--- src/include/ivg_pkg.sv ---
// ivg_pkg: register map, field layout and carriers of the vector generator
// assumes a 12-bit register offset and a 32-bit register data path
package ivg_pkg;
	localparam int unsigned ADDR_W = 12;
	localparam int unsigned NUM_SRC = 32;
	localparam logic [11:0] OFS_VECTOR_BASE = 12'h198;
	localparam logic [11:0] OFS_VECTOR_STEP = 12'h19c;
	localparam logic [11:0] OFS_VECTOR_RESULT = 12'h1a0;
	localparam logic [11:0] OFS_SOFTWARE_SET = 12'h1a4;
	localparam logic [11:0] DWORD_ALIGN_MASK = 12'hff8;
	localparam logic [11:0] DWORD_UPPER_OFS = 12'h004;
	// writable part of the base: top 19 bits, low 13 read as zero
	localparam logic [31:0] BASE_WRITE_MASK = 32'hffff_e000;
	localparam logic [31:0] BASE_RESET = 32'h0000_0000;
	localparam int unsigned PRI_BIT = 24;
	localparam int unsigned STEP_LSB = 0;
	localparam int unsigned STEP_W = 2;
	// the step bit that also steers eight-byte reads
	localparam int unsigned STEP_DWORD_BIT = 0;
	localparam logic [31:0] STEP_RESET = 32'h0000_0000;
	localparam logic [31:0] STEP_WRITE_MASK = 32'h0100_0003;
	localparam logic [31:0] SPACING_UNIT = 32'h0000_0100;
	localparam logic [31:0] RESULT_RESET = 32'h0000_0000;
	localparam logic [31:0] SOFT_RESET = 32'h0000_0000;
	localparam logic [31:0] UNMAPPED_DATA = 32'h0000_0000;

	typedef struct packed {
		logic valid;
		logic write;
		logic dword;
		logic [11:0] addr;
		logic [31:0] wdata;
	} ivg_req_t;

	typedef struct packed {
		logic ack;
		logic tea;
		logic [63:0] rdata;
	} ivg_resp_t;
endpackage

--- src/logic/ivg_vector_gen.sv ---
// ivg_vector_gen: vector base, step, computed vector and software set registers
// assumes one processor register access per request pulse, answered one cycle later
//
// Behaviour
// - base resets to zero; top nineteen bits writable, rest read zero; all used.
// - priority bit 0 lets source 0 win, 1 lets source 31 win; resets 0.
// - two-bit step picks spacing 0x100, 0x200, 0x400 or 0x800; resets 00.
// - vector equals base plus spacing times the interrupt number.
// - vector register is read-only, resets zero, regenerated every cycle.
// - only 32-bit accesses; larger ones answer transfer error when enabled.
// - error off, step bit clear: eight-byte read returns aligned register twice.
// - error off, step bit set: eight-byte read returns aligned plus four twice.
// - writing ones to software set acts like those source lines toggling.
`timescale 1ns/1ps
module ivg_vector_gen (
	input wire logic clk, // 125 MHz register clock
	input wire logic rst_b, // power-on reset, synchronous
	input wire ivg_pkg::ivg_req_t regReq, // register access request
	input wire logic transferErrorEnable, // from the bus general control register
	input wire logic [31:0] pendingEnabled, // sources pending and enabled
	output ivg_pkg::ivg_resp_t regResp, // register access answer
	output logic [31:0] vectorOut, // current computed vector
	output logic [4:0] winningNumber, // number of the winning source
	output logic [31:0] softwareTriggerBits // one-cycle source toggles
);
	////////////////////////////////////////////////////////////////////////////
	// helpers

	function automatic logic [31:0] stepBytes(input logic [1:0] code);
		stepBytes = ivg_pkg::SPACING_UNIT << code;
	endfunction

	function automatic logic [4:0] pickSource(input logic [31:0] pend, input logic highFirst);
		logic [4:0] num;
		num = 5'h0;
		for (int i = 0; i < 32; i++)
		begin
			if (highFirst && pend[i])
				num = 5'(i); // last hit is highest
			if (!highFirst && pend[31 - i])
				num = 5'(31 - i); // last hit is lowest
		end
		pickSource = num;
	endfunction

	////////////////////////////////////////////////////////////////////////////
	// state

	logic [31:0] vectorBase;
	logic [31:0] vectorStep;
	logic [31:0] softSet;
	logic [31:0] next_vectorBase;
	logic [31:0] next_vectorStep;
	logic [31:0] next_softSet;
	logic [31:0] next_softwareTriggerBits;
	logic [31:0] next_vectorOut;
	logic [4:0] next_winningNumber;
	ivg_pkg::ivg_resp_t next_regResp;
	logic priorityOrderBit;
	logic [1:0] vectorStepField;

	assign priorityOrderBit = vectorStep[ivg_pkg::PRI_BIT];
	assign vectorStepField = vectorStep[ivg_pkg::STEP_LSB +: ivg_pkg::STEP_W];

	function automatic logic [31:0] readReg(input logic [11:0] addr);
		case (addr)
			ivg_pkg::OFS_VECTOR_BASE: readReg = vectorBase;
			ivg_pkg::OFS_VECTOR_STEP: readReg = vectorStep;
			ivg_pkg::OFS_VECTOR_RESULT: readReg = vectorOut;
			ivg_pkg::OFS_SOFTWARE_SET: readReg = softSet;
			default: readReg = ivg_pkg::UNMAPPED_DATA;
		endcase
	endfunction

	////////////////////////////////////////////////////////////////////////////
	// vector generation

	always_comb
	begin
		next_winningNumber = pickSource(pendingEnabled, priorityOrderBit);
		// full base with its read-zero low bits takes part in the sum
		next_vectorOut = vectorBase + 32'(stepBytes(vectorStepField) * 32'(next_winningNumber));
	end

	always_ff @(posedge clk)
	begin
		if (!rst_b)
		begin
			vectorOut <= ivg_pkg::RESULT_RESET;
			winningNumber <= 5'h0;
		end
		else
		begin
			vectorOut <= next_vectorOut;
			winningNumber <= next_winningNumber;
		end
	end

	////////////////////////////////////////////////////////////////////////////
	// register access

	always_comb
	begin
		logic [11:0] dwAddr;
		logic [31:0] word;
		dwAddr = (regReq.addr & ivg_pkg::DWORD_ALIGN_MASK)
			+ (vectorStep[ivg_pkg::STEP_DWORD_BIT] ? ivg_pkg::DWORD_UPPER_OFS : 12'h0);
		word = ivg_pkg::UNMAPPED_DATA;
		next_vectorBase = vectorBase;
		next_vectorStep = vectorStep;
		next_softSet = softSet;
		next_softwareTriggerBits = 32'h0000_0000;
		next_regResp = '0;
		if (regReq.valid)
		begin
			next_regResp.ack = 1'b1;
			if (regReq.dword)
			begin
				// larger than a word: error, or duplicated word read, or write ignored
				if (transferErrorEnable)
					next_regResp.tea = 1'b1;
				else if (!regReq.write)
					word = readReg(dwAddr);
			end
			else if (regReq.write)
			begin
				case (regReq.addr)
					ivg_pkg::OFS_VECTOR_BASE:
						next_vectorBase = regReq.wdata & ivg_pkg::BASE_WRITE_MASK;
					ivg_pkg::OFS_VECTOR_STEP:
						next_vectorStep = regReq.wdata & ivg_pkg::STEP_WRITE_MASK;
					ivg_pkg::OFS_SOFTWARE_SET:
					begin
						next_softSet = regReq.wdata;
						next_softwareTriggerBits = regReq.wdata;
					end
					default:
						next_softSet = softSet;
				endcase
			end
			else
				word = readReg(regReq.addr);
			next_regResp.rdata = {word, word};
		end
	end

	always_ff @(posedge clk)
	begin
		if (!rst_b)
		begin
			vectorBase <= ivg_pkg::BASE_RESET;
			vectorStep <= ivg_pkg::STEP_RESET;
			softSet <= ivg_pkg::SOFT_RESET;
			softwareTriggerBits <= 32'h0000_0000;
			regResp <= '0;
		end
		else
		begin
			vectorBase <= next_vectorBase;
			vectorStep <= next_vectorStep;
			softSet <= next_softSet;
			softwareTriggerBits <= next_softwareTriggerBits;
			regResp <= next_regResp;
		end
	end

	////////////////////////////////////////////////////////////////////////////
	// checks

	a_base_low_zero: assert property (@(posedge clk) disable iff (!rst_b)
		vectorBase[12:0] == 13'h0) else $error("base low bits not zero");

	a_pri_reset_low: assert property (@(posedge clk)
		$past(!rst_b) && !rst_b |=> vectorStep == 32'h0000_0000) else $error("step not reset");

	a_vector_formula: assert property (@(posedge clk) disable iff (!rst_b)
		$past(rst_b) |-> vectorOut == $past(vectorBase)
		+ 32'((ivg_pkg::SPACING_UNIT << $past(vectorStepField)) * 32'($past(next_winningNumber))))
		else $error("vector sum wrong");

	a_vector_read: assert property (@(posedge clk) disable iff (!rst_b)
		regReq.valid && !regReq.write && !regReq.dword && regReq.addr == 12'h1a0
		|=> regResp.rdata == {2{$past(vectorOut)}}) else $error("vector read stale");

	a_pick_order: assert property (@(posedge clk) disable iff (!rst_b)
		(pendingEnabled[0] && !priorityOrderBit) or (pendingEnabled[31] && priorityOrderBit)
		|=> winningNumber == ($past(priorityOrderBit) ? 5'h1f : 5'h00)) else $error("wrong winner");

	// a refused access may follow straight on, so tea may stay up for it
	a_tea_large: assert property (@(posedge clk) disable iff (!rst_b)
		regReq.valid && regReq.dword && transferErrorEnable
		|=> regResp.ack && regResp.tea
		##1 (!regResp.tea || $past(regReq.valid && regReq.dword && transferErrorEnable)))
		else $error("no transfer error");

	a_ack_next: assert property (@(posedge clk) disable iff (!rst_b)
		regReq.valid |=> regResp.ack) else $error("access not answered");

	a_dword_write_kept: assert property (@(posedge clk) disable iff (!rst_b)
		regReq.valid && regReq.dword && regReq.write
		|=> vectorBase == $past(vectorBase) && vectorStep == $past(vectorStep))
		else $error("eight-byte write landed");

	a_dword_low: assert property (@(posedge clk) disable iff (!rst_b)
		regReq.valid && regReq.dword && !regReq.write && !transferErrorEnable
		&& !vectorStep[0] && regReq.addr == 12'h19c
		|=> regResp.rdata == {2{$past(vectorBase)}}) else $error("low dword read wrong");

	a_dword_high: assert property (@(posedge clk) disable iff (!rst_b)
		regReq.valid && regReq.dword && !regReq.write && !transferErrorEnable
		&& vectorStep[0] && regReq.addr == 12'h198
		|=> regResp.rdata == {2{$past(vectorStep)}}) else $error("high dword read wrong");

	a_soft_pulse: assert property (@(posedge clk) disable iff (!rst_b)
		regReq.valid && regReq.write && !regReq.dword && regReq.addr == 12'h1a4
		|=> softwareTriggerBits == $past(regReq.wdata)) else $error("soft set lost");

	c_high_first: cover property (@(posedge clk) disable iff (!rst_b)
		priorityOrderBit && pendingEnabled[31] && pendingEnabled[0]);
	c_dword_dup: cover property (@(posedge clk) disable iff (!rst_b)
		regReq.valid && regReq.dword && !transferErrorEnable);
	c_dword_upper: cover property (@(posedge clk) disable iff (!rst_b)
		regReq.valid && regReq.dword && !transferErrorEnable && vectorStep[0]);
	c_tea: cover property (@(posedge clk) disable iff (!rst_b) regResp.tea);
endmodule

--- config.mk ---
export PLATFORM = sky130hd
export DESIGN_NAME = ivg_vector_gen
export DESIGN_NICKNAME = d
export VERILOG_FILES = /design/src/include/ivg_pkg.sv /design/src/logic/ivg_vector_gen.sv
export SDC_FILE = /design/constraint.sdc
export NUM_CORES = 1
export LEC_CHECK = 0
export ABC_AREA = 1
export BUFFER_PORTS_ARGS = -buffer_cell sky130_fd_sc_hd__clkbuf_2
export CORE_MARGIN = 2
export CORE_UTILIZATION = 53
export DETAILED_ROUTE_END_ITERATION = 8
export GPL_TIMING_DRIVEN = 0
export PLACE_DENSITY = 0.82
export SLEW_MARGIN = 20
export SYNTH_ARGS = -nofsm -noshare
export SYNTH_HDL_FRONTEND = slang
export SYNTH_SLANG_ARGS = --single-unit
--- constraint.sdc ---
create_clock -name clk -period 8 [get_ports clk]
set_clock_uncertainty 0.15 [all_clocks]
set_input_delay 1.6 -clock clk [delete_from_list [all_inputs] [get_ports clk]]
set_output_delay 1.6 -clock clk [all_outputs]
set_load 0.05 [all_outputs]
---- After elaboration in Yosys (flattened, before gate mapping) ----
Index checks and enable logic that the tools add are counted.
cells by class
  reduce and logical (&&, ||, !) cells .... 70
  bitwise gates (word level) .............. 5
  magnitude comparators ................... 0
  multiplexer cells ....................... 73
  divide/modulo/power cells ............... 0
  equality and inequality tests ........... 8
  add/sub/neg operators ................... 2
  shift-type cells ........................ 1
  $mul .................................... 1
operator list
  operator              count
  $mux 5                63
  $pmux 32 s4           2
  $mux 32               4
  $eq 12x9->1 const B   8
  $mux 66               1
  $logic_and 1x1->1     63
  $add 32x32->32        1
  $mul 32x5->32         1
  $shl 9x2->32 const A  1
  $add 12x3->12         1
  $reduce_and 4->1      3
  $not 1->1             5
  $reduce_or 5->1       1
  $mux 3                1
  $reduce_and 3->1      1
  $mux 1                2
  $reduce_and 2->1      1
  $logic_not 1->1       1
word-level totals
  flip-flop bits (word level) ............. 189
  latch bits .............................. 0
  output and inout port bits .............. 135
  memories ................................ 0
  RAM bits ................................ 0
  ROM bits ................................ 0

---- Depth between registers and ports, before layout ----
Gate-level depths: netlist of run 1.
  word-level depth ........................ 67
  gate-level depth with buffers ........... 59

---- Least setup slack after synthesis of run 1 ----
Ideal clock, no wire load.
  path kind ............................... input -> register
  start point ............................. input pendingEnabled[28]
  end point ............................... register vectorOut[31]
  data required time ...................... 7,719 ps
  arrival time ............................ 6,796 ps
  stages on the path ...................... 39
  path slack .............................. 923 ps
  path through ............................ o21ai_0 a21oi_1 o21ai_1 nand2_1 nand3_1 nand4_1 nand3_1 nand3_1 nand2_1 nand2_1 a21oi_1 o21ai_1 nand3_1 o21ai_1 nand3_1 nand2_1 nand2_1 nand3_1 [... 3 more ...] fa_1 fa_1 o31a_1 o21bai_1 a21oi_1 nor2_1 o21ai_1 nor3b_2 nand2_1 nor2_1 nand2_1 nor2_1 nand3_1 nor2_1 nand2_1 nor2_2 nand2_1 nor3b_2
between the ends
  cells in the longest elaborated chain, start to end .. 60
  elaborated cells between the ends (all ways) .. 61
  classes of those cells .................. add/sub: 1; mul: 1; mux: 57; reduce/logical: 2
RTL lines
  element               RTL line              text
  from (decl)           ivg_vector_gen.sv:20  input wire logic [31:0] pendingEnabled,
  $logic_and 1x1->1     ivg_vector_gen.sv:40  if (!highFirst && pend[31 - i])
  $mux 5                ivg_vector_gen.sv:40
  $mux 5                ivg_vector_gen.sv:38  if (highFirst && pend[i])
  $mux 5                ivg_vector_gen.sv:40
  $mux 5                ivg_vector_gen.sv:38
  $mux 5                ivg_vector_gen.sv:40
  $mux 5                ivg_vector_gen.sv:38
  $mux 5                ivg_vector_gen.sv:40
  [... 44 more ...]     -
  $mux 5 (*)            ivg_vector_gen.sv:38
  $mux 5 (*)            ivg_vector_gen.sv:40
  $mux 5 (*)            ivg_vector_gen.sv:38
  $mux 5 (*)            ivg_vector_gen.sv:40
  $mux 5 (*)            ivg_vector_gen.sv:38
  $mux 5 (*)            ivg_vector_gen.sv:40
  $mul 32x5->32 (*)     ivg_vector_gen.sv:82  next_vectorOut = vectorBase + 32'(stepBytes(vectorStepField) * 32'(next_winningNumber));
  $add 32x32->32 (*)    ivg_vector_gen.sv:82
  to (signal assigned)  ivg_vector_gen.sv:89  vectorOut <= ivg_pkg::RESULT_RESET;
  to (signal assigned)  ivg_vector_gen.sv:94  vectorOut <= next_vectorOut;
  to (decl)             ivg_vector_gen.sv:22  output logic [31:0] vectorOut,
Every way passes the cells marked *; elsewhere a longest branch is shown, timed or not.
A chain may end at the register's enable or synchronous reset.

---- Worst setup path in the final report of run 1 ----
  start point ............................. input pendingEnabled[4]
  end point ............................... register vectorOut[31]
between the ends
  cells in the longest elaborated chain, start to end .. 59
  elaborated cells between the ends (all ways) .. 60
  classes of those cells .................. add/sub: 1; mul: 1; mux: 56; reduce/logical: 2
RTL lines
  element             RTL line
  $logic_and 1x1->1   ivg_vector_gen.sv:38
  $mux 5              ivg_vector_gen.sv:38
  $mux 5              ivg_vector_gen.sv:40
  $mux 5              ivg_vector_gen.sv:38
  $mux 5              ivg_vector_gen.sv:40
  $mux 5              ivg_vector_gen.sv:38
  $mux 5              ivg_vector_gen.sv:40
  $mux 5              ivg_vector_gen.sv:38
  [... 43 more ...]   -
  $mux 5 (*)          ivg_vector_gen.sv:38
  $mux 5 (*)          ivg_vector_gen.sv:40
  $mux 5 (*)          ivg_vector_gen.sv:38
  $mux 5 (*)          ivg_vector_gen.sv:40
  $mux 5 (*)          ivg_vector_gen.sv:38
  $mux 5 (*)          ivg_vector_gen.sv:40
  $mul 32x5->32 (*)   ivg_vector_gen.sv:82
  $add 32x32->32 (*)  ivg_vector_gen.sv:82
Marks and branches as above.

==> impl_metrics.env, run 1 <==
export IMPL_clk_pin_slew_worst_paths_ns=0.06
export IMPL_cp_slowest_cell="fa_1"
export IMPL_start_util_pct=54.04
export IMPL_fin_crit_ns=7.458
export IMPL_place_hpwl_um=18010
export IMPL_ys_top_cells_by_area="dfxtp_1, nand2_1, inv_1, nor2_1, a211oi_1"
export IMPL_switchingPower_w=0.0004040
export IMPL_ctsHoldBuffers=0
export IMPL_place_gp_congestion=0.9879
export IMPL_fillCellCount=1314
export IMPL_seqCellArea_um2=2983
export IMPL_vias=8388
export IMPL_portBuffers=208
export IMPL_layout_setup_ws_ns=0.5424
export IMPL_rows=44
export IMPL_end_kind="register"
export IMPL_worstSkewPairLatency_ns=0.43
export IMPL_finalSetupViolCount=0
export IMPL_vdd_drop_max_uv=161.3
export IMPL_pwr_share_clk_pct=48.3
export IMPL_p_int_w=0.001290
export IMPL_hold_violations=0
export IMPL_drive_above_1_share_pct=25.57
export IMPL_postLayoutCoreUtil_pct=67.54
export IMPL_path_class="input pin to register"
export IMPL_syn_inst=1078
export IMPL_grt_first_pass_wirelength_um=38430
export IMPL_outcome="finished, final reports clean"
export IMPL_post_drt_wl_per_cell_um=16.08
export IMPL_clk_path_buf_depth=2
export IMPL_die_y_um=125.3
export IMPL_cts_tree="done"
export IMPL_cp_required_ns=8.13
export IMPL_relSlewSlack_pct=26.82
export IMPL_antenna_found_initial=0
export IMPL_h_tree_depth=4
export IMPL_clock_sinks=149
export IMPL_synth_top_area_share_pct=38.27
export IMPL_multi_input_area_um2=3727
export IMPL_final_nets=1424
export IMPL_syn_area_per_cell_um2=7.231
export IMPL_synth_area_leader_cell="dfxtp_1"
export IMPL_yosysWarningCount=0
export IMPL_n_antenna_cell=0
export IMPL_combPwrFrac_pct=7.6
export IMPL_cts_buffers=17
export IMPL_num_io_pins=217
export IMPL_crit_arrival_ns=7.59
export IMPL_synth_ff_type="dfxtp_1"
export IMPL_drt_wl_total_um=24280
export IMPL_synth_edf_count=0
export IMPL_die_x_um=125.3
export IMPL_power_leakage_nw=4.835
export IMPL_met2_length_um=11160
export IMPL_yosysMostFrequentCell="nand2_1"
export IMPL_hold_path_class="register to register"
export IMPL_wirelength_met1_um=9571
export IMPL_drc=0
export IMPL_synth_seq_cells=149
export IMPL_grtUsageTotal_pct=30.49
export IMPL_clock_fmax_ghz=0.1341
export IMPL_viasPerCell=5.555
export IMPL_core_um2=14420
export IMPL_yosysSeqAreaShare_pct=38.27
export IMPL_ant_nets=0
export IMPL_synth_common_cells="nand2_1, inv_1, dfxtp_1"
export IMPL_area_delta_synth_final_pct=24.98
export IMPL_cts_root_buf="clkbuf_16"
export IMPL_worst_pin_slew_ns=1.089
export IMPL_swShare_pct=23.84
export IMPL_cpMostUsedCell="nand2_1"
export IMPL_first_iter_violations=822
export IMPL_async_reset_ff_share_pct=0
export IMPL_maxCapViolations=0
export IMPL_power_density_nw_per_um2=173.9
export IMPL_cpPeakStageDelay_ns=0.57
export IMPL_dp_slack_ns=0.006548
export IMPL_grt_overflow_total=0
export IMPL_highest_layer="met4"
export IMPL_post_synth_num_cell_types=44
export IMPL_cp_max_fo=4
export IMPL_drv_slew=0
export IMPL_dieArea_um2=15690
export IMPL_p_seq_share_pct=44.1
export IMPL_netlist_area_um2=7795
export IMPL_grt_pass1_vias=7818
export IMPL_met3WireLength_um=2298
export IMPL_startpoint_type="input pin"
export IMPL_dr_pass1_iters=5
export IMPL_period_share_pct=93.22
export IMPL_grt_max_degree=17
==> per-stage QoR <==
stage / cell area (um^2) / setup TNS (ns) / hold slack (ns) / total power, W / cells
after CTS: 9698 / 0 / 0.3297 / 0.001696 / 1508
after floorplan: 7821 / 0 / 0.3077 / 0.0008431 / 1085
after detailed placement: 9092 / 0 / 0.3204 / 0.0008898 / 1477
final: 9742 / 0 / 0.3330 / 0.001695 / 1510
after global placement: 9092 / 0 / 0.3151 / 0.0008889 / 1477
after global routing: 9742 / -0.01260 / 0.3332 / 0.001744 / 1510
==> final cells by class <==
| class | count | share of cell area (%) |
|---|---|---|
| buffer | 79 | 4.803 |
| clock inverter | 12 | 1.567 |
| inverter | 179 | 6.897 |
| multi-input combinational | 678 | 38.26 |
| tap | 184 | 2.363 |
| timing repair buffer | 210 | 10.84 |
| sequential | 149 | 30.62 |
| clock buffer | 19 | 4.649 |
==> power by group through the flow <==
stage               combinational (W)  clock (W)  sequential (W)
finish                       0.000130   0.000818        0.000746
global route                 0.000141   0.000857        0.000747
CTS                          0.000128   0.000822        0.000747
detailed placement           0.000127          0        0.000763
global placement             0.000126          0        0.000763
floorplan                   0.0000694          0        0.000774
==> kinds of logic after synthesis <==
family          synth area share [%]
flops                          38.27
buf+inv                        14.62
fa+ha+maj                      5.361
other cells                  0.04811
compound gates                 18.80
simple gates                   22.91
==> cells in the final DEF (no fill, tap or decap), types with 2 or more instances in the layout <==
| cell type | instances |
|---|---|
| a211oi_1 | 42 |
| a21oi_1 | 47 |
| a311oi_1 | 2 |
| a31o_2 | 32 |
| a41oi_1 | 2 |
| and2_1 | 2 |
| buf_2 | 8 |
| buf_4 | 43 |
| bufinv_16 | 3 |
| clkbuf_1 | 28 |
| clkbuf_16 | 17 |
| clkbuf_2 | 208 |
| clkbuf_8 | 2 |
| clkinv_2 | 4 |
| clkinv_4 | 3 |
| conb_1 | 8 |
| dfxtp_1 | 149 |
| fa_1 | 8 |
| ha_1 | 18 |
| inv_1 | 177 |
| nand2_1 | 179 |
| nand2_2 | 3 |
| nand3_1 | 38 |
| nand4_1 | 13 |
| nor2_1 | 140 |
| nor2_2 | 2 |
| nor3_1 | 21 |
| nor3b_1 | 7 |
| nor3b_2 | 2 |
| nor4_1 | 4 |
| o211ai_1 | 4 |
| o21ai_0 | 37 |
| o21ai_1 | 8 |
| o221ai_1 | 13 |
| o22ai_1 | 30 |
==> metal layers <==
metal  global-route usage [%]  vias up
met4                    16.99        0
met3                    6.376      105
met1                    38.12     3803
li1                         -     3997
met2                    49.20      483
met5                        0        -
==> worst max-delay path, delay by kind of cell <==
family | cells | cell delay (ns)
compound gates | 5 | 0.87
fa+ha+maj | 5 | 1.68
buf+inv | 2 | 0.14
simple gates | 43 | 3.31
==> sequential cells by signal (all words and copies together) (netlist names) <==
name and flops:
vectorOut 24, softSet 32, vectorStep 3, regResp 34, winningNumber 5, vectorBase 19, softwareTriggerBits 32
==> path summary, 6_finish.rpt <==
path | to | start | cells after the start | slack [ns]
min | regResp[39]$_SDFF_PN0_ | softSet[7]$_SDFFE_PN0P_ | 1 | 0.33
max reg2reg | vectorOut[31]$_SDFF_PN0_ | vectorStep[24]$_SDFFE_PN0P_ | 42 | 1.10
max | vectorOut[31]$_SDFF_PN0_ | pendingEnabled[4] | 55 | 0.54
min reg2reg | regResp[39]$_SDFF_PN0_ | softSet[7]$_SDFFE_PN0P_ | 1 | 0.33
==> timing repair <==
item                       4_1_cts  5_1_grt
gates resized for setup          0       10
setup endpoints to repair        0        2
buffers inserted                 0        2
(Power assumes the default switching activity.)
==> run 2: changes to the inputs <==
--- a/config.mk
+++ b/config.mk
@@ -8,10 +8,10 @@
 export ABC_AREA = 1
 export BUFFER_PORTS_ARGS = -buffer_cell sky130_fd_sc_hd__clkbuf_2
 export CORE_MARGIN = 2
-export CORE_UTILIZATION = 53
+export CORE_UTILIZATION = 40
 export DETAILED_ROUTE_END_ITERATION = 8
 export GPL_TIMING_DRIVEN = 0
-export PLACE_DENSITY = 0.82
+export PLACE_DENSITY = 0.65
 export SLEW_MARGIN = 20
 export SYNTH_ARGS = -nofsm -noshare
 export SYNTH_HDL_FRONTEND = slang
==> constraint.sdc (replaced) <==
create_clock -name clk -period 9.6 [get_ports clk]
set_clock_uncertainty 0.15 [all_clocks]
set_input_delay 1.92 -clock clk [delete_from_list [all_inputs] [get_ports clk]]
set_output_delay 1.92 -clock clk [all_outputs]
set_load 0.05 [all_outputs]
==> impl_metrics.env, run 2 (synthesis gave the netlist of run 1 again) <==
export IMPL_ctsHoldBuffers=0
export IMPL_cpMostUsedCell="nand2_1"
export IMPL_cp_required_ns=9.74
export IMPL_use_met3_pct=5.831
export IMPL_use_met1_pct=29.68
export IMPL_largest_register="regResp"
export IMPL_dp_slack_ns=1.303
export IMPL_cpPeakStageDelay_ns=0.54
export IMPL_grtUsageTotal_pct=23.86
export IMPL_largest_reg_flops=34
export IMPL_first_iter_violations=720
export IMPL_switchingPower_w=0.0003412
export IMPL_mostFrequentLayoutCells="clkbuf_2, nand2_1, inv_1"
export IMPL_maxCapViolations=0
export IMPL_cts_tree="done"
export IMPL_power_leakage_nw=4.804
export IMPL_grt_use_met2_pct=39.70
export IMPL_period_share_pct=82.73
export IMPL_dieArea_um2=20620
export IMPL_num_io_pins=217
export IMPL_p_seq_share_pct=45.3
export IMPL_rows=51
export IMPL_path_class="input pin to register"
export IMPL_reg_top3="regResp x34, softSet x32, softwareTriggerBits x32"
export IMPL_pwr_share_clk_pct=46.9
export IMPL_cts_buffers=17
export IMPL_fin_tns_setup_ns=0
export IMPL_post_drt_wl_per_cell_um=15.53
export IMPL_rsz0062_at_grt="no"
export IMPL_worstSkewPairLatency_ns=0.43
export IMPL_hold_violations=0
export IMPL_ant_nets=0
export IMPL_final_nets=1422
export IMPL_startpoint_type="input pin"
export IMPL_end_kind="register"
export IMPL_crit_arrival_ns=8.08
export IMPL_clock_fmax_ghz=0.1259
export IMPL_cp_slowest_cell="fa_1"
export IMPL_fin_crit_ns=7.942
export IMPL_finalSetupViolCount=0
export IMPL_antenna_found_initial=0
export IMPL_portBuffers=208
export IMPL_clk_pin_slew_worst_paths_ns=0.06
export IMPL_n_antenna_cell=0
export IMPL_clk_path_buf_depth=2
export IMPL_drt_wl_total_um=24690
export IMPL_place_gp_congestion=0.9172
export IMPL_grt_overflow_total=0
export IMPL_combPwrFrac_pct=7.8
export IMPL_clock_sinks=149
export IMPL_h_tree_depth=4
export IMPL_core_um2=19270
export IMPL_dr_pass1_iters=6
export IMPL_cts_resized_gates=0
export IMPL_drc=0
export IMPL_relSlewSlack_pct=28.08
export IMPL_vdd_drop_max_uv=142.1
export IMPL_fin_hold_ws_ns=0.3234
export IMPL_cp_max_fo=4
export IMPL_hold_path_class="register to register"
export IMPL_grt_pass1_vias=7439
export IMPL_swShare_pct=24.82
export IMPL_die_x_um=143.6
export IMPL_viasPerCell=5.060
export IMPL_p_int_w=0.001033
export IMPL_grt_most_used_layer="met2"
export IMPL_layout_setup_ws_ns=1.658
export IMPL_worst_pin_slew_ns=1.070
export IMPL_outcome="finished, final reports clean"
export IMPL_vias=8045
export IMPL_drv_slew=0
export IMPL_die_y_um=143.6
export IMPL_start_util_pct=40.45
export IMPL_area_delta_synth_final_pct=25.25
export IMPL_place_hpwl_um=18650
export IMPL_cts_root_buf="clkbuf_16"
export IMPL_mostFrequentLayoutCell="clkbuf_2"
export IMPL_power_density_nw_per_um2=140.8
export IMPL_grt_max_degree=17
export IMPL_grt_first_pass_wirelength_um=37700
export IMPL_postCtsSetupBuffers=0
export IMPL_drive_above_1_share_pct=24.75
[run 2: cell type report]
class                   instances  area [um^2]
plain buffers                  79        467.9
clock buffers                  22        474.2
clock inverters                10        95.09
fillers                      2003         9508
inverters                     179        671.9
multi-input cells             678         3699
flip-flops and latches        149         2983
well taps                     265        331.6
repair buffers                208         1041
[run 2: worst paths after layout]
path                                             startpoint                       end  slack, ns  cells after the start
worst max register to register  vectorStep[24]$_SDFFE_PN0P_  vectorOut[31]$_SDFF_PN0_       2.53                     41
worst max-delay path                     pendingEnabled[28]  vectorOut[31]$_SDFF_PN0_       1.66                     40
worst min-delay path                softSet[4]$_SDFFE_PN0P_    regResp[36]$_SDFF_PN0_       0.32                      1
worst min register to register      softSet[4]$_SDFFE_PN0P_    regResp[36]$_SDFF_PN0_       0.32                      1
[run 2: metal layers]
metal  part of all wire, %  vias up
met5                     0        -
met4                   3.5        0
met3                   7.1       66
met2                    47      329
met1                    42     3659
li1                      -     3991
[run 2: critical path, delay by kind of cell]
family,cells,cell delay (ns)
adder cells (fa/ha/maj),4,1.99
buffers and inverters,1,0.10
AO/OA/AOI/OAI,10,1.58
AND/OR/NAND/NOR,25,2.48
[run 2: stage by stage]
step	instance area, um^2	std cells	total power (W)	utilization (%)
3_3_place_gp	9194	1558	0.0007424	47.71
4_1_cts	9763	1590	0.001385	50.66
6_report	9763	1590	0.001374	50.66
3_5_place_dp	9194	1558	0.0007427	47.71
5_1_grt	9763	1590	0.001422	50.66
2_1_floorplan	7821	1085	0.0007026	-
[run 2: power groups by stage]
stage          logic [W]  clock network (W)  registers, W
6_report        0.000108           0.000645      0.000622
4_1_cts         0.000108           0.000655      0.000622
3_3_place_gp    0.000107                  0      0.000636
5_1_grt         0.000118           0.000682      0.000622
3_5_place_dp    0.000107                  0      0.000636
2_1_floorplan  0.0000578                  0      0.000645
==> run 3: changes to the inputs <==
--- a/config.mk
+++ b/config.mk
@@ -5,7 +5,7 @@
 export SDC_FILE = /design/constraint.sdc
 export NUM_CORES = 1
 export LEC_CHECK = 0
-export ABC_AREA = 1
+export ABC_AREA = 0
 export BUFFER_PORTS_ARGS = -buffer_cell sky130_fd_sc_hd__clkbuf_2
 export CORE_MARGIN = 2
 export CORE_UTILIZATION = 40
==> constraint.sdc (replaced) <==
create_clock -name clk -period 8.3 [get_ports clk]
set_clock_uncertainty 0.15 [all_clocks]
set_input_delay 1.66 -clock clk [delete_from_list [all_inputs] [get_ports clk]]
set_output_delay 1.66 -clock clk [all_outputs]
set_load 0.05 [all_outputs]
==> impl_metrics.env, run 3 <==
export IMPL_place_gp_congestion=0.9039
export IMPL_combPwrFrac_pct=5.9
export IMPL_n_antenna_cell=0
export IMPL_largest_reg_flops=34
export IMPL_multi_input_area_um2=3830
export IMPL_largest_register="regResp"
export IMPL_placed_area_um2=8706
export IMPL_p_seq_share_pct=43.8
export IMPL_switchingPower_w=0.0003818
export IMPL_synth_common_cells="dfxtp_1, nor2_1, nand2_1"
export IMPL_num_io_pins=217
export IMPL_grt_max_degree=17
export IMPL_antenna_found_initial=0
export IMPL_yosysMostFrequentCell="dfxtp_1"
export IMPL_synth_edf_count=0
export IMPL_start_util_pct=40.87
export IMPL_die_x_um=139.7
export IMPL_fin_crit_ns=6.915
export IMPL_netlist_area_um2=7367
export IMPL_cts_tree="done"
export IMPL_cts_buffers=17
export IMPL_outcome="finished, final reports clean"
export IMPL_crit_arrival_ns=7.13
export IMPL_postCtsSetupBuffers=0
export IMPL_portBuffers=205
export IMPL_finalSetupViolCount=0
export IMPL_pwr_share_clk_pct=50.3
export IMPL_worst_pin_slew_ns=0.9119
export IMPL_synth_ff_type="dfxtp_1"
export IMPL_fin_tns_setup_ns=0
export IMPL_p_int_w=0.001255
export IMPL_startpoint_type="input pin"
export IMPL_ctsHoldBuffers=0
export IMPL_drive_above_1_share_pct=31.14
export IMPL_end_kind="register"
export IMPL_seqCellArea_um2=2983
export IMPL_grtUsageTotal_pct=22.85
export IMPL_hold_path_class="register to register"
export IMPL_area_delta_synth_final_pct=26.72
export IMPL_synth_seq_cells=149
export IMPL_drv_slew=0
export IMPL_reg_top3="regResp x34, softSet x32, softwareTriggerBits x32"
export IMPL_path_class="input pin to register"
export IMPL_grt_overflow_total=0
export IMPL_viasPerCell=5.427
export IMPL_vias=7028
export IMPL_synth_area_leader_cell="dfxtp_1"
export IMPL_clock_sinks=149
export IMPL_fin_area_um2=9335
export IMPL_cts_resized_gates=0
export IMPL_h_tree_depth=4
export IMPL_syn_area_per_cell_um2=8.962
export IMPL_worstSkewPairLatency_ns=0.44
export IMPL_clock_fmax_ghz=0.1446
export IMPL_drc=0
export IMPL_post_drt_wl_per_cell_um=17.36
export IMPL_final_nets=1163
export IMPL_async_reset_ff_share_pct=0
export IMPL_power_density_nw_per_um2=175.3
export IMPL_cp_required_ns=8.52
export IMPL_dr_pass1_iters=7
export IMPL_hold_violations=0
export IMPL_vdd_drop_max_uv=138.1
export IMPL_core_um2=18020
export IMPL_drt_wl_total_um=22480
export IMPL_ant_nets=0
export IMPL_mostFrequentLayoutCells="clkbuf_2, dfxtp_1, nor2_1"
export IMPL_cts_root_buf="clkbuf_16"
export IMPL_first_iter_violations=646
export IMPL_grt_first_pass_wirelength_um=35320
export IMPL_cp_max_fo=6
export IMPL_rsz0062_at_grt="no"
export IMPL_grt_pass1_vias=6543
export IMPL_mostFrequentLayoutCell="clkbuf_2"
export IMPL_post_synth_num_cell_types=68
export IMPL_yosysWarningCount=0
export IMPL_clk_pin_slew_worst_paths_ns=0.07
export IMPL_clk_path_buf_depth=2
export IMPL_maxCapViolations=0
export IMPL_swShare_pct=23.33
export IMPL_place_hpwl_um=17060
export IMPL_period_share_pct=83.31
export IMPL_syn_inst=822
export IMPL_dieArea_um2=19520
export IMPL_rows=49
export IMPL_die_y_um=139.7
export IMPL_fillCellCount=1703
export IMPL_relSlewSlack_pct=39.21
export IMPL_yosysSeqAreaShare_pct=40.49
export IMPL_synth_top_area_share_pct=40.49
export IMPL_ys_top_cells_by_area="dfxtp_1, mux2i_1, buf_4, nor2_1, a21oi_1"
export IMPL_power_leakage_nw=4.323
==> run 3: cell count changes in the layout (fill, tap and decap cells not counted), moves of 11 or more <==
cell      previous run  this run
a31o_2              32         0
nor2_1             142        82
inv_1              177        24
and2_2               0        30
o221ai_1            13         1
and2_1               2        13
o21ai_0             38        18
nand2_1            181        56
a21o_1               0        35
a211oi_1            42         2
mux2i_1              0        31
nand3_1             39         7
a222oi_1             0        18
==> run 3: worst paths after layout <==
kind                              end                        start  slack, ns  depth (start not counted)
max          vectorOut[21]$_SDFF_PN0_           pendingEnabled[28]       1.38                         17
min           softSet[7]$_SDFFE_PN0P_      softSet[7]$_SDFFE_PN0P_       0.29                          1
max reg2reg  vectorOut[21]$_SDFF_PN0_  vectorStep[24]$_SDFFE_PN0P_       1.77                         17
min reg2reg   softSet[7]$_SDFFE_PN0P_      softSet[7]$_SDFFE_PN0P_       0.29                          1
==> run 3: critical path, stage by stage <==
cell and delay, ns:
clkbuf_2 0.13, nor4_1 0.72, o311ai_0 0.30, a22oi_1 0.26, o31ai_1 0.13, o211ai_1 0.25, or2_2 0.20, fa_1 0.43
fa_1 0.52, fa_1 0.54, fa_1 0.46, nor2b_1 0.18, o21a_1 0.16, o21ai_0 0.26, a21oi_1 0.52, and3_1 0.24
mux2i_1 0.19
==> run 3: final cells by class <==
cell class / count / share of cell area [%]
Clock inverter: 14 / 2.144
Tap cell: 229 / 3.069
Multi-Input combinational cell: 570 / 41.03
Buffer: 85 / 5.214
Timing Repair Buffer: 205 / 10.99
Sequential cell: 149 / 31.95
Inverter: 25 / 1.005
Clock buffer: 18 / 4.597
==> run 3: logic make-up after synthesis <==
| group | count (synthesis) | share of synthesized area (%) |
|---|---|---|
| AOI/OAI and AO/OA | 206 | 19.40 |
| xor gates and xnor gates | 11 | 1.308 |
| adders and majority gates | 28 | 5.673 |
| buffers and inverters | 110 | 7.880 |
| DFF | 149 | 40.49 |
| muxes | 31 | 4.212 |
| other | 1 | 0.05090 |
| and+or+nand+nor | 286 | 20.99 |
==> run 3: metal layers <==
layer / vias up / global-route usage [%] / wire length, um
met1: 3268 / 29.84 / 9448
met2: 348 / 36.69 / 10480
met5: - / 0 / 0
met4: 0 / 7.263 / 387
li1: 3378 / - / -
met3: 34 / 6.401 / 2163
==> run 3: power by group through the flow <==
stage	registers, W	clock network (W)	logic, W
floorplan	0.000739	0	0.0000448
global placement	0.000733	0	0.0000949
detailed placement	0.000733	0	0.0000945
CTS	0.000717	0.000831	0.0000950
global route	0.000717	0.000863	0.000104
finish	0.000717	0.000823	0.0000959
==> run 3: metrics by stage <==
| step | setup slack (ns) | utilization [%] | total power (W) | hold WS (ns) | std cells |
|---|---|---|---|---|---|
| detailed placement | 1.047 | 48.30 | 0.0008278 | 0.2804 | 1263 |
| floorplan | 1.810 | - | 0.0007836 | 0.2674 | 829 |
| global placement | 1.045 | 48.30 | 0.0008281 | 0.2748 | 1263 |
| CTS | 1.446 | 51.79 | 0.001644 | 0.2955 | 1295 |
| global route | 1.069 | 51.79 | 0.001684 | 0.3214 | 1295 |
| finish | 1.385 | 51.79 | 0.001636 | 0.2921 | 1295 |
